**config.mk**
```make
export PLATFORM = sky130hd
export DESIGN_NAME = tmc_trunk_end_flat
export DESIGN_NICKNAME = d
export VERILOG_FILES = /design/src/common/tmc_pkg.sv /design/src/common/tmc_link_if.sv /design/src/hdl/tmc_trunk_end.sv /design/src/flat_wrapper.sv
export SDC_FILE = /design/constraint.sdc
export NUM_CORES = 2
export LEC_CHECK = 0
export CAP_MARGIN = 20
export CELL_PAD_IN_SITES_DETAIL_PLACEMENT = 1
export CELL_PAD_IN_SITES_GLOBAL_PLACEMENT = 1
export CORE_UTILIZATION = 30
export CTS_CLUSTER_DIAMETER = 50
export DETAILED_ROUTE_END_ITERATION = 10
export DONT_BUFFER_PORTS = 1
export GPL_ROUTABILITY_DRIVEN = 0
export MAX_ROUTING_LAYER = met4
export PLACE_DENSITY_LB_ADDON = 0.1
export SLEW_MARGIN = 20
export SYNTH_ARGS = -nofsm -noshare
export SYNTH_HDL_FRONTEND = slang
export SYNTH_SLANG_ARGS = --single-unit
```
**constraint.sdc**
```tcl
create_clock -name ref_clk_i -period 4.18 [get_ports ref_clk_i]
set_input_delay 0.836 -clock ref_clk_i [delete_from_list [all_inputs] [get_ports ref_clk_i]]
set_output_delay 0.836 -clock ref_clk_i [all_outputs]
set_load 0.02 [all_outputs]
```
**src/common/tmc_pkg.sv**
```systemverilog
// Purpose: Shared constants, types and helpers of the trunk module TDM control link.
// Assumes: One 25 MHz clock for both ends; ten-bit channel words, MSB first.
// Notes: Word layout is sample[7:0], supervisory bit, even parity bit.
package tmc_pkg;
	localparam int CLK_KHZ = 25000;
	localparam int LINK_KBPS = 2560;
	// Longest bit period that fits the link rate, so the divider rounds down.
	localparam int BIT_CYC = CLK_KHZ / LINK_KBPS;
	localparam logic [3:0] DIV_LAST = 4'(BIT_CYC - 1);
	localparam int N_CH = 32;
	localparam int N_TRUNK = 30;
	localparam int SCAN_FRAMES = 40;
	localparam int SCAN_MS = 5;
	localparam logic [3:0] POS_LAST = 4'h9;
	localparam logic [4:0] CH_LAST = 5'h1F;
	localparam logic [4:0] MSG_CH = 5'h00;
	localparam logic [4:0] SCAN_CH = 5'h10;
	localparam logic [5:0] FRM_LAST = 6'(SCAN_FRAMES - 1);
	localparam logic [5:0] SCAN_LAST = 6'(N_TRUNK - 1);
	localparam logic [4:0] TRUNK_LIMIT = 5'(N_TRUNK);
	localparam logic [7:0] IDLE_BYTE = 8'hFF;
	localparam logic [7:0] MAP_RST = 8'h00;
	localparam logic PLANE_RST = 1'b0;
	// Channel map entry fields.
	localparam int MAP_VLD = 5;
	localparam int MAP_TONE = 6;
	localparam int MAP_REPL = 7;
	// Processor port addresses.
	localparam logic [5:0] A_MAP = 6'h00;
	localparam logic [5:0] A_LOOP = 6'h20;
	localparam logic [5:0] A_ERR = 6'h24;
	localparam logic [5:0] A_PLANE = 6'h25;
	localparam logic [5:0] A_TXMSG = 6'h26;
	localparam logic [5:0] A_MSG0 = 6'h27;
	localparam logic [5:0] A_MSG1 = 6'h28;
	localparam logic [5:0] A_CARD = 6'h29;
	localparam logic [5:0] A_SCAN = 6'h2A;
	// Message class in the top two bits of a control byte.
	localparam logic [1:0] MT_TRUNK = 2'h0;
	localparam logic [1:0] MT_NET = 2'h1;
	localparam logic [1:0] MT_INTEG = 2'h2;
	typedef logic [8:0] tmc_word_t;

	function automatic logic [7:0] tmc_tone(input logic [2:0] idx);
		unique case (idx)
			3'h0: return 8'h80;
			3'h1: return 8'hDA;
			3'h2: return 8'hFF;
			3'h3: return 8'hDA;
			3'h4: return 8'h80;
			3'h5: return 8'h25;
			3'h6: return 8'h00;
			3'h7: return 8'h25;
		endcase
	endfunction

	function automatic logic [9:0] tmc_frame(input tmc_word_t w);
		return {w, ^w};
	endfunction
endpackage

```
**src/common/tmc_link_if.sv**
```systemverilog
// Purpose: Serial TDM link between the network planes and the trunk module.
// Assumes: Network end owns bit and frame timing; both ends share one clock.
// Notes: dn and up carry one bit per plane.
`timescale 1ns/10ps
interface tmc_link_if;
	logic bit_stb;
	logic frm_sync;
	logic [1:0] dn;
	logic [1:0] up;
	modport dev (input bit_stb, input frm_sync, input dn, output up);
	modport net (output bit_stb, output frm_sync, output dn, input up);
endinterface

```
**src/hdl/tmc_trunk_end.sv**
```systemverilog
// Purpose: Trunk module control end: link timing, message split, trunk scan, tones, looparound.
// Assumes: Link timing comes from the network end; processor is master of the small port.
// Notes: Transmit samples are buffered and sent one frame after capture.
`timescale 1ns/10ps
module tmc_trunk_end
	import tmc_pkg::*;
(
	// Clock and reset
	input wire logic ref_clk_i,
	input wire logic rst_b_i,
	// Link toward both network planes
	tmc_link_if.dev link,
	// Processor port
	input wire logic [5:0] proc_addr_i,
	input wire logic [7:0] proc_wdata_i,
	input wire logic proc_wr_i,
	input wire logic proc_rd_i,
	output logic [7:0] proc_rdata_o,
	output logic [1:0] par_err_o,
	// Trunk buses
	output logic [tmc_pkg::N_TRUNK-1:0] trunk_en_o,
	output logic [7:0] receive_data_bus_o,
	output logic receive_sup_o,
	input wire logic [7:0] transmit_data_bus_i,
	input wire logic transmit_sup_i,
	// Group codec
	output logic [4:0] codec_trunk_o,
	output logic codec_stb_o,
	// Trunk scan
	output logic [4:0] scan_trunk_o,
	output logic scan_stb_o,
	output logic [7:0] scan_wdata_o,
	input wire logic [7:0] scan_rdata_i,
	input wire logic [7:0] card_id_i,
	// Message controllers
	output logic msg_trunk_stb_o,
	output logic msg_net_stb_o,
	output logic msg_integ_stb_o,
	output logic [7:0] msg_data_o
);
	logic seen_reg, seen_next, plane_reg, plane_next, pend_reg, pend_next;
	logic [3:0] pos_reg, pos_next, cp;
	logic [4:0] ch_reg, ch_next, cc, trk;
	logic [5:0] frm_reg, frm_next;
	logic [1:0][9:0] sh_reg, sh_next;
	logic [1:0] err_reg, err_next, up_reg, up_next, err_set;
	logic [7:0] map_reg [N_CH];
	logic [7:0] map_next [N_CH];
	tmc_word_t txb_reg [N_CH];
	tmc_word_t txb_next [N_CH];
	logic [31:0] loop_reg, loop_next;
	logic [7:0] txmsg_reg, txmsg_next, card_reg, card_next, ent, smp, tone, rdata_reg, rdata_next;
	logic [1:0][7:0] msg_reg, msg_next;
	logic [8:0] sum;
	logic [9:0] txw;
	logic spch_reg, spch_next, scn_reg, scn_next, sup_reg, sup_next, cstb_reg, cstb_next;
	logic [4:0] sch_reg, sch_next, strk_reg, strk_next, ctrk_reg, ctrk_next, scan_reg, scan_next;
	logic [N_TRUNK-1:0] en_reg, en_next;
	logic [7:0] rxb_reg, rxb_next, swd_reg, swd_next, mdat_reg, mdat_next;
	logic sstb_reg, sstb_next;
	logic [2:0] mstb_reg, mstb_next;

	always_comb begin
		seen_next = seen_reg;
		plane_next = plane_reg;
		pend_next = pend_reg;
		pos_next = pos_reg;
		ch_next = ch_reg;
		frm_next = frm_reg;
		sh_next = sh_reg;
		up_next = up_reg;
		err_set = 2'h0;
		map_next = map_reg;
		txb_next = txb_reg;
		loop_next = loop_reg;
		txmsg_next = txmsg_reg;
		card_next = card_reg;
		msg_next = msg_reg;
		rdata_next = rdata_reg;
		spch_next = spch_reg;
		scn_next = scn_reg;
		sch_next = sch_reg;
		strk_next = strk_reg;
		ctrk_next = ctrk_reg;
		scan_next = scan_reg;
		en_next = en_reg;
		rxb_next = rxb_reg;
		sup_next = sup_reg;
		swd_next = swd_reg;
		mdat_next = mdat_reg;
		cstb_next = 1'b0;
		sstb_next = 1'b0;
		mstb_next = 3'h0;
		ent = map_reg[ch_reg];
		trk = ent[4:0];
		smp = 8'h00;
		tone = tmc_tone(frm_reg[2:0]);
		sum = 9'h000;
		txw = 10'h000;
		// Bit and channel position of the bit arriving at this strobe.
		if (link.frm_sync) begin
			cp = 4'h0;
			cc = MSG_CH;
		end else if (pos_reg == POS_LAST) begin
			cp = 4'h0;
			cc = ch_reg + 5'h01;
		end else begin
			cp = pos_reg + 4'h1;
			cc = ch_reg;
		end
		if (link.bit_stb && (link.frm_sync || seen_reg)) begin
			seen_next = 1'b1;
			pos_next = cp;
			ch_next = cc;
			if (link.frm_sync && seen_reg) begin
				frm_next = (frm_reg == FRM_LAST) ? 6'h00 : frm_reg + 6'h01;
				scan_next = frm_next[4:0];
			end
			txw = (cc == MSG_CH) ? tmc_frame({pend_reg ? txmsg_reg : IDLE_BYTE, 1'b0})
				: tmc_frame(txb_reg[cc]);
			up_next = {2{txw[4'h9 - cp]}};
			for (int p = 0; p < 2; p++) begin
				sh_next[p] = {sh_reg[p][8:0], link.dn[p]};
			end
			if (cp == POS_LAST) begin
				ent = map_reg[cc];
				trk = ent[4:0];
				for (int p = 0; p < 2; p++) begin
					err_set[p] = ^sh_next[p];
				end
				smp = sh_next[plane_reg][9:2];
				sch_next = cc;
				if (cc == MSG_CH) begin
					msg_next[0] = sh_next[0][9:2];
					msg_next[1] = sh_next[1][9:2];
					mdat_next = smp;
					mstb_next = {smp[7:6] == MT_INTEG, smp[7:6] == MT_NET, smp[7:6] == MT_TRUNK};
					pend_next = 1'b0;
				end else if (cc == SCAN_CH) begin
					if (frm_reg <= SCAN_LAST) begin
						sstb_next = 1'b1;
						swd_next = smp;
						scn_next = 1'b1;
					end
				end else if (ent[MAP_VLD] && trk < TRUNK_LIMIT) begin
					for (int t = 0; t < N_TRUNK; t++) begin
						en_next[t] = (trk == 5'(t));
					end
					sum = {1'b0, smp} + {1'b0, tone};
					rxb_next = !ent[MAP_TONE] ? smp : ent[MAP_REPL] ? tone
						: (sum[8] ? 8'hFF : sum[7:0]);
					sup_next = sh_next[plane_reg][1];
					ctrk_next = trk;
					cstb_next = 1'b1;
					strk_next = trk;
					spch_next = 1'b1;
				end else begin
					txb_next[cc] = {IDLE_BYTE, 1'b0};
				end
			end else if (cp == 4'h0) begin
				// One bit period after the delivery the trunk answer is taken.
				if (spch_reg) begin
					txb_next[sch_reg] = loop_reg[strk_reg] ? {rxb_reg, sup_reg}
						: {transmit_data_bus_i, transmit_sup_i};
					en_next = '0;
					spch_next = 1'b0;
				end
				if (scn_reg) begin
					txb_next[SCAN_CH] = {scan_rdata_i, 1'b0};
					card_next = card_id_i;
					scn_next = 1'b0;
				end
			end
		end
		if (proc_wr_i) begin
			if (!proc_addr_i[5]) begin
				map_next[proc_addr_i[4:0]] = proc_wdata_i;
			end else if (proc_addr_i[5:2] == A_LOOP[5:2]) begin
				loop_next[{proc_addr_i[1:0], 3'h0} +: 8] = proc_wdata_i;
			end else if (proc_addr_i == A_PLANE) begin
				plane_next = proc_wdata_i[0];
			end else if (proc_addr_i == A_TXMSG) begin
				txmsg_next = proc_wdata_i;
				pend_next = 1'b1;
			end
		end
		// A parity error in the same cycle as a clear still sets the flag.
		err_next = err_reg & ~((proc_wr_i && proc_addr_i == A_ERR) ? proc_wdata_i[1:0] : 2'h0);
		err_next = err_next | err_set;
		if (proc_rd_i) begin
			if (!proc_addr_i[5]) begin
				rdata_next = map_reg[proc_addr_i[4:0]];
			end else if (proc_addr_i[5:2] == A_LOOP[5:2]) begin
				rdata_next = loop_reg[{proc_addr_i[1:0], 3'h0} +: 8];
			end else begin
				unique case (proc_addr_i)
					A_ERR: rdata_next = {6'h00, err_reg};
					A_PLANE: rdata_next = {7'h00, plane_reg};
					A_TXMSG: rdata_next = {7'h00, pend_reg};
					A_MSG0: rdata_next = msg_reg[0];
					A_MSG1: rdata_next = msg_reg[1];
					A_CARD: rdata_next = card_reg;
					A_SCAN: rdata_next = {3'h0, scan_reg};
					default: rdata_next = 8'h00;
				endcase
			end
		end
	end

	always_ff @(posedge ref_clk_i or negedge rst_b_i) begin
		if (!rst_b_i) begin
			seen_reg <= 1'b0;
			plane_reg <= PLANE_RST;
			pend_reg <= 1'b0;
			pos_reg <= POS_LAST;
			ch_reg <= CH_LAST;
			frm_reg <= 6'h00;
			sh_reg <= '0;
			err_reg <= 2'h0;
			up_reg <= 2'h0;
			for (int i = 0; i < N_CH; i++) begin
				map_reg[i] <= MAP_RST;
				txb_reg[i] <= {IDLE_BYTE, 1'b0};
			end
			loop_reg <= 32'h0000_0000;
			txmsg_reg <= IDLE_BYTE;
			card_reg <= 8'h00;
			msg_reg <= '0;
			rdata_reg <= 8'h00;
			spch_reg <= 1'b0;
			scn_reg <= 1'b0;
			sch_reg <= 5'h00;
			strk_reg <= 5'h00;
			ctrk_reg <= 5'h00;
			scan_reg <= 5'h00;
			en_reg <= '0;
			rxb_reg <= 8'h00;
			sup_reg <= 1'b0;
			swd_reg <= 8'h00;
			mdat_reg <= 8'h00;
			cstb_reg <= 1'b0;
			sstb_reg <= 1'b0;
			mstb_reg <= 3'h0;
		end else begin
			seen_reg <= seen_next;
			plane_reg <= plane_next;
			pend_reg <= pend_next;
			pos_reg <= pos_next;
			ch_reg <= ch_next;
			frm_reg <= frm_next;
			sh_reg <= sh_next;
			err_reg <= err_next;
			up_reg <= up_next;
			map_reg <= map_next;
			txb_reg <= txb_next;
			loop_reg <= loop_next;
			txmsg_reg <= txmsg_next;
			card_reg <= card_next;
			msg_reg <= msg_next;
			rdata_reg <= rdata_next;
			spch_reg <= spch_next;
			scn_reg <= scn_next;
			sch_reg <= sch_next;
			strk_reg <= strk_next;
			ctrk_reg <= ctrk_next;
			scan_reg <= scan_next;
			en_reg <= en_next;
			rxb_reg <= rxb_next;
			sup_reg <= sup_next;
			swd_reg <= swd_next;
			mdat_reg <= mdat_next;
			cstb_reg <= cstb_next;
			sstb_reg <= sstb_next;
			mstb_reg <= mstb_next;
		end
	end

	assign link.up = up_reg;
	assign proc_rdata_o = rdata_reg;
	assign par_err_o = err_reg;
	assign trunk_en_o = en_reg;
	assign receive_data_bus_o = rxb_reg;
	assign receive_sup_o = sup_reg;
	assign codec_trunk_o = ctrk_reg;
	assign codec_stb_o = cstb_reg;
	assign scan_trunk_o = scan_reg;
	assign scan_stb_o = sstb_reg;
	assign scan_wdata_o = swd_reg;
	assign msg_trunk_stb_o = mstb_reg[0];
	assign msg_net_stb_o = mstb_reg[1];
	assign msg_integ_stb_o = mstb_reg[2];
	assign msg_data_o = mdat_reg;
endmodule // tmc_trunk_end

```
**src/flat_wrapper.sv**
```systemverilog
// flat-port wrapper written by rule: the top's interface ports become plain ports
module tmc_trunk_end_flat import tmc_pkg::*;
  (ref_clk_i, rst_b_i, proc_addr_i, proc_wdata_i, proc_wr_i, proc_rd_i, proc_rdata_o, par_err_o, trunk_en_o, receive_data_bus_o, receive_sup_o, transmit_data_bus_i, transmit_sup_i, codec_trunk_o, codec_stb_o, scan_trunk_o, scan_stb_o, scan_wdata_o, scan_rdata_i, card_id_i, msg_trunk_stb_o, msg_net_stb_o, msg_integ_stb_o, msg_data_o, link_bit_stb, link_frm_sync, link_dn, link_up);
  tmc_link_if link_i ();
  input wire logic ref_clk_i;
  input wire logic rst_b_i;
  input wire logic [5:0] proc_addr_i;
  input wire logic [7:0] proc_wdata_i;
  input wire logic proc_wr_i;
  input wire logic proc_rd_i;
  output logic [7:0] proc_rdata_o;
  output logic [1:0] par_err_o;
  output logic [tmc_pkg::N_TRUNK-1:0] trunk_en_o;
  output logic [7:0] receive_data_bus_o;
  output logic receive_sup_o;
  input wire logic [7:0] transmit_data_bus_i;
  input wire logic transmit_sup_i;
  output logic [4:0] codec_trunk_o;
  output logic codec_stb_o;
  output logic [4:0] scan_trunk_o;
  output logic scan_stb_o;
  output logic [7:0] scan_wdata_o;
  input wire logic [7:0] scan_rdata_i;
  input wire logic [7:0] card_id_i;
  output logic msg_trunk_stb_o;
  output logic msg_net_stb_o;
  output logic msg_integ_stb_o;
  output logic [7:0] msg_data_o;
  input wire logic [$bits(link_i.bit_stb)-1:0] link_bit_stb;
  input wire logic [$bits(link_i.frm_sync)-1:0] link_frm_sync;
  input wire logic [$bits(link_i.dn)-1:0] link_dn;
  output wire logic [$bits(link_i.up)-1:0] link_up;
  assign link_i.bit_stb = link_bit_stb;
  assign link_i.frm_sync = link_frm_sync;
  assign link_i.dn = link_dn;
  assign link_up = link_i.up;
  tmc_trunk_end u_core (.ref_clk_i(ref_clk_i), .rst_b_i(rst_b_i), .link(link_i), .proc_addr_i(proc_addr_i), .proc_wdata_i(proc_wdata_i), .proc_wr_i(proc_wr_i), .proc_rd_i(proc_rd_i), .proc_rdata_o(proc_rdata_o), .par_err_o(par_err_o), .trunk_en_o(trunk_en_o), .receive_data_bus_o(receive_data_bus_o), .receive_sup_o(receive_sup_o), .transmit_data_bus_i(transmit_data_bus_i), .transmit_sup_i(transmit_sup_i), .codec_trunk_o(codec_trunk_o), .codec_stb_o(codec_stb_o), .scan_trunk_o(scan_trunk_o), .scan_stb_o(scan_stb_o), .scan_wdata_o(scan_wdata_o), .scan_rdata_i(scan_rdata_i), .card_id_i(card_id_i), .msg_trunk_stb_o(msg_trunk_stb_o), .msg_net_stb_o(msg_net_stb_o), .msg_integ_stb_o(msg_integ_stb_o), .msg_data_o(msg_data_o));
endmodule
```
==> summary.txt <==
Outcome
  • Status: complete, but fails checks
  • Failing checks: DRC, setup timing

Setup path
  • FF-to-FF Start: u_core.pos_reg[0]
  • R2r worst-path depth: 18
  • Worst path slowest cell: dfstp_2
  • Crit path buf inv count: 8
  • Capturing point of the worst reg2reg path: u_core.txb_reg[208]
  • Critical path peak fanout: 10
  • Reg2Reg Setup Slack: -0.17 ns
  • CP top delay family: buffers and inverters
  • Max incr delay on CP: 0.55 ns
  • Crit. End Element: register
  • Worst Setup SP: u_core.pos_reg[0]
  • Required @ worst endpoint: 4.83 ns
  • CP arrival: 5.01 ns
  • Worst-path cell chain: ha_4 -> and3b_2 -> buf_12 -> mux2_4 -> mux2_4 -> a222oi_1 -> buf_4 -> nand4b_1 -> buf_4 -> o41ai_4 -> buf_12 -> buf_8 -> buf_12 -> buf_4 -> a32oi_4 -> nor2_2 -> buf_12 -> a2bb2oi_2
  • Cell mode on critical path: buf_12
  • Startpoint Class: register
  • Critical path class: reg -> reg

Placed design
  • Dpl cells: 4,997
  • # port buffers: 0
  • HPWL Detailed: 104,000 um
  • Setup slack at placement: -0.441 ns

Logic synthesis
  • Number of synthesized flops with an enable pin: 0
  • Post-Syn Instances: 3,242
  • YS warnings: 0
  • Yosys top cell area share: 30.3%
  • Top FF cell, synth: dfrtp_1
  • Syn Area/Cell: 11.6 sq um
  • Syn_nets: 3,311
  • Post-synthesis sequential area ratio: 49.2%
  • #FFs+latches synth: 727
  • Synthesized area: 37,700 sq um
  • Top area cells in the synthesized netlist: dfrtp_1 30%, dfstp_2 19%, mux2_2 11%
  • Post-synth top area cell: dfrtp_1
  • Asr flop ratio synth: 100%
  • Post-synthesis cell type count: 81

STA
  • Actual slew at the worst max-slew pin: 1.40 ns
  • Final-report setup violation count: 273
  • Slew Limit Headroom: 6.71%
  • Hold_ws: 0.213 ns
  • Setup ws final: -0.171 ns
  • Final period utilization: 104%
  • FMAX: 230 MHz
  • Max Clock Skew: 0.0244 ns
  • Pins Over Slew Limit: 0
  • Hold Fails Final Rpt: 0
  • Post-layout minimum cycle time: 4.35 ns
  • RSZ-0062 raised after global routing: yes

Detailed routing
  • Drt total wl: 155,000 um
  • Post-DRT Antenna Nets: 0
  • Wire length per cell: 29.4 um
  • Vias/cell: 5.55
  • Drt initial violations: 1,769
  • DR pass1 iterations: 9
  • Total number of vias: 29,200
  • DRC: 6

Cells and area
  • Final Core Density: 39.6%
  • Finished Layout Cells: 5,271
  • Most frequent cells in the layout: 456 x dfrtp_1, 381 x nand2_1, 371 x mux2_2, 298 x buf_4, 271 x dfstp_2
  • Number of flip-flops in the largest register: 288
  • Final-stage net count: 3,598
  • Commonest non-fill, non-tap cell in the layout: dfrtp_1
  • ANT cells: 0
  • Share of layout cells above drive strength 1: 47.0%
  • Area growth syn-to-layout: 30.4%

Clock network
  • CTS H-tree lvls: 3
  • CTS sink cnt: 727
  • Clock tree buffer depth: 3
  • Clock slew at reported path FFs: 0.05 ns
  • CTS tree: yes
  • Cts bufs inserted: 117
  • Root cell of the clock tree: clkbuf_16
  • Clk Latency, worst-skew pair: 0.73 ns

Floorplan
  • Rows: 129
  • Die height: 356 um
  • Die area: 127,000 sq um
  • Initial Util: 30.3%
  • Io pins: 129
  • Die width: 356 um
  • CORE AREA: 124,000 sq um

GRT
  • Tot GR Track Use: 25.2%
  • Vias in the first global route: 31,900
  • First-pass GRT wire length: 229,000 um
  • Remaining global-route overflow: 0
  • Largest net degree at the start of global routing: 728
  • Initial antenna violation count: 4

Flow run
  • Max cap viols: 0

Hold path
  • Worst hold stages: 1
  • Min-delay src: link_frm_sync
  • Hold Crit Class: in -> reg
  • Hold Path End: u_core.ch_reg[3]

Power
  • Lkg Pwr: 19.9 nW
  • Power density over the cells: 429 nW/um^2
  • Worst VDD drop: 0.285 mV
==> cells in the mapped netlist (all sizes together), types with 9 or more instances <==
cell	number
a221o	9
nand4	35
a21boi	9
nor3	23
nand2	382
clkbuf	157
mux2	375
mux2i	132
buf	83
and2	10
a22oi	51
nor4	16
or3	11
o21ai	124
a211oi	16
xnor2	35
inv	55
dfrtp	456
a2bb2oi	232
nand3	72
a22o	35
nor2b	32
a31oi	19
a21oi	129
mux4	115
nor2	146
and3	11
o22ai	13
a32oi	10
nand2b	13
dfstp	271
ha	21
o211ai	17
==> repair_timing <==
action	in CTS	in global routing
gates resized for setup	222	133
cloned	12	1
buffers inserted	28	9
endpoints found under the setup margin	317	316
endpoints found under the hold margin	456	0
pin swaps	55	37
==> worst reg2reg max path, stage by stage, from the launching register on <==
cell and delay [ns]:
dfstp_2 0.55, ha_4 0.15, and3b_2 0.24, buf_12 0.12, mux2_4 0.40, mux2_4 0.37
a222oi_1 0.52, buf_4 0.20, nand4b_1 0.11, buf_4 0.19, o41ai_4 0.28, buf_12 0.17
buf_8 0.12, buf_12 0.13, buf_4 0.12, a32oi_4 0.11, nor2_2 0.18, buf_12 0.17
a2bb2oi_2 0.15
==> routing by layer <==
metal	part of all wire, %	vias up	global-route usage [%]
met1	45	15800	32.7
met2	49	527	41.3
met5	0	-	-
met3	3.4	197	3.42
met4	2.6	0	6.89
li1	-	12800	-
==> cells by family (layout without fill, tap and decap cells) <==
| group | count (synthesis) | after routing | share of synthesized area [%] |
|---|---|---|---|
| AOI/OAI and AO/OA | 746 | 747 | 14.6 |
| DFF | 727 | 727 | 49.2 |
| buffers and inverters | 295 | 685 | 3.32 |
| and+or+nand+nor | 787 | 787 | 9.51 |
| adders and majority gates | 22 | 22 | 0.751 |
| muxes | 622 | 623 | 21.6 |
| xor gates and xnor gates | 43 | 43 | 1.04 |
==> layout make-up <==
type,count,area [sq um]
Inverter,55,211
Tap cell,1637,2050
Sequential cell,727,18500
Clock inverter,76,868
Fill cell,13000,75000
Clock buffer,148,3300
Multi-Input combinational cell,2222,19900
Timing Repair Buffer,406,4270
==> metrics by stage <==
stage | power [W] | area (sq um) | TNS, ns
2_1_floorplan | 0.00977 | 37700 | 0
6_report | 0.0211 | 49100 | -20.02
3_5_place_dp | 0.0106 | 42200 | -98.69
4_1_cts | 0.0211 | 48200 | -18.93
3_3_place_gp | 0.0105 | 42200 | -71.86
5_1_grt | 0.0219 | 49100 | -48.95
==> power by group <==
group / internal (W) / total (W) / switching (W)
Combinational: 0.00131 / 0.00268 / 0.00137
Clock: 0.00639 / 0.0103 / 0.00389
Sequential: 0.00755 / 0.00810 / 0.000553
==> how the worst max path moves through the flow <==
stage                        endpoint  depth (start not counted)
2_1_floorplan  u_core.proc_rdata_o[7]                         13
3_3_place_gp       u_core.txb_reg[59]                         15
3_5_place_dp       u_core.txb_reg[58]                         15
4_1_cts            u_core.txb_reg[79]                         17
5_1_grt           u_core.txb_reg[208]                         19
6_report          u_core.txb_reg[208]                         18
(Power assumes the default switching activity.)
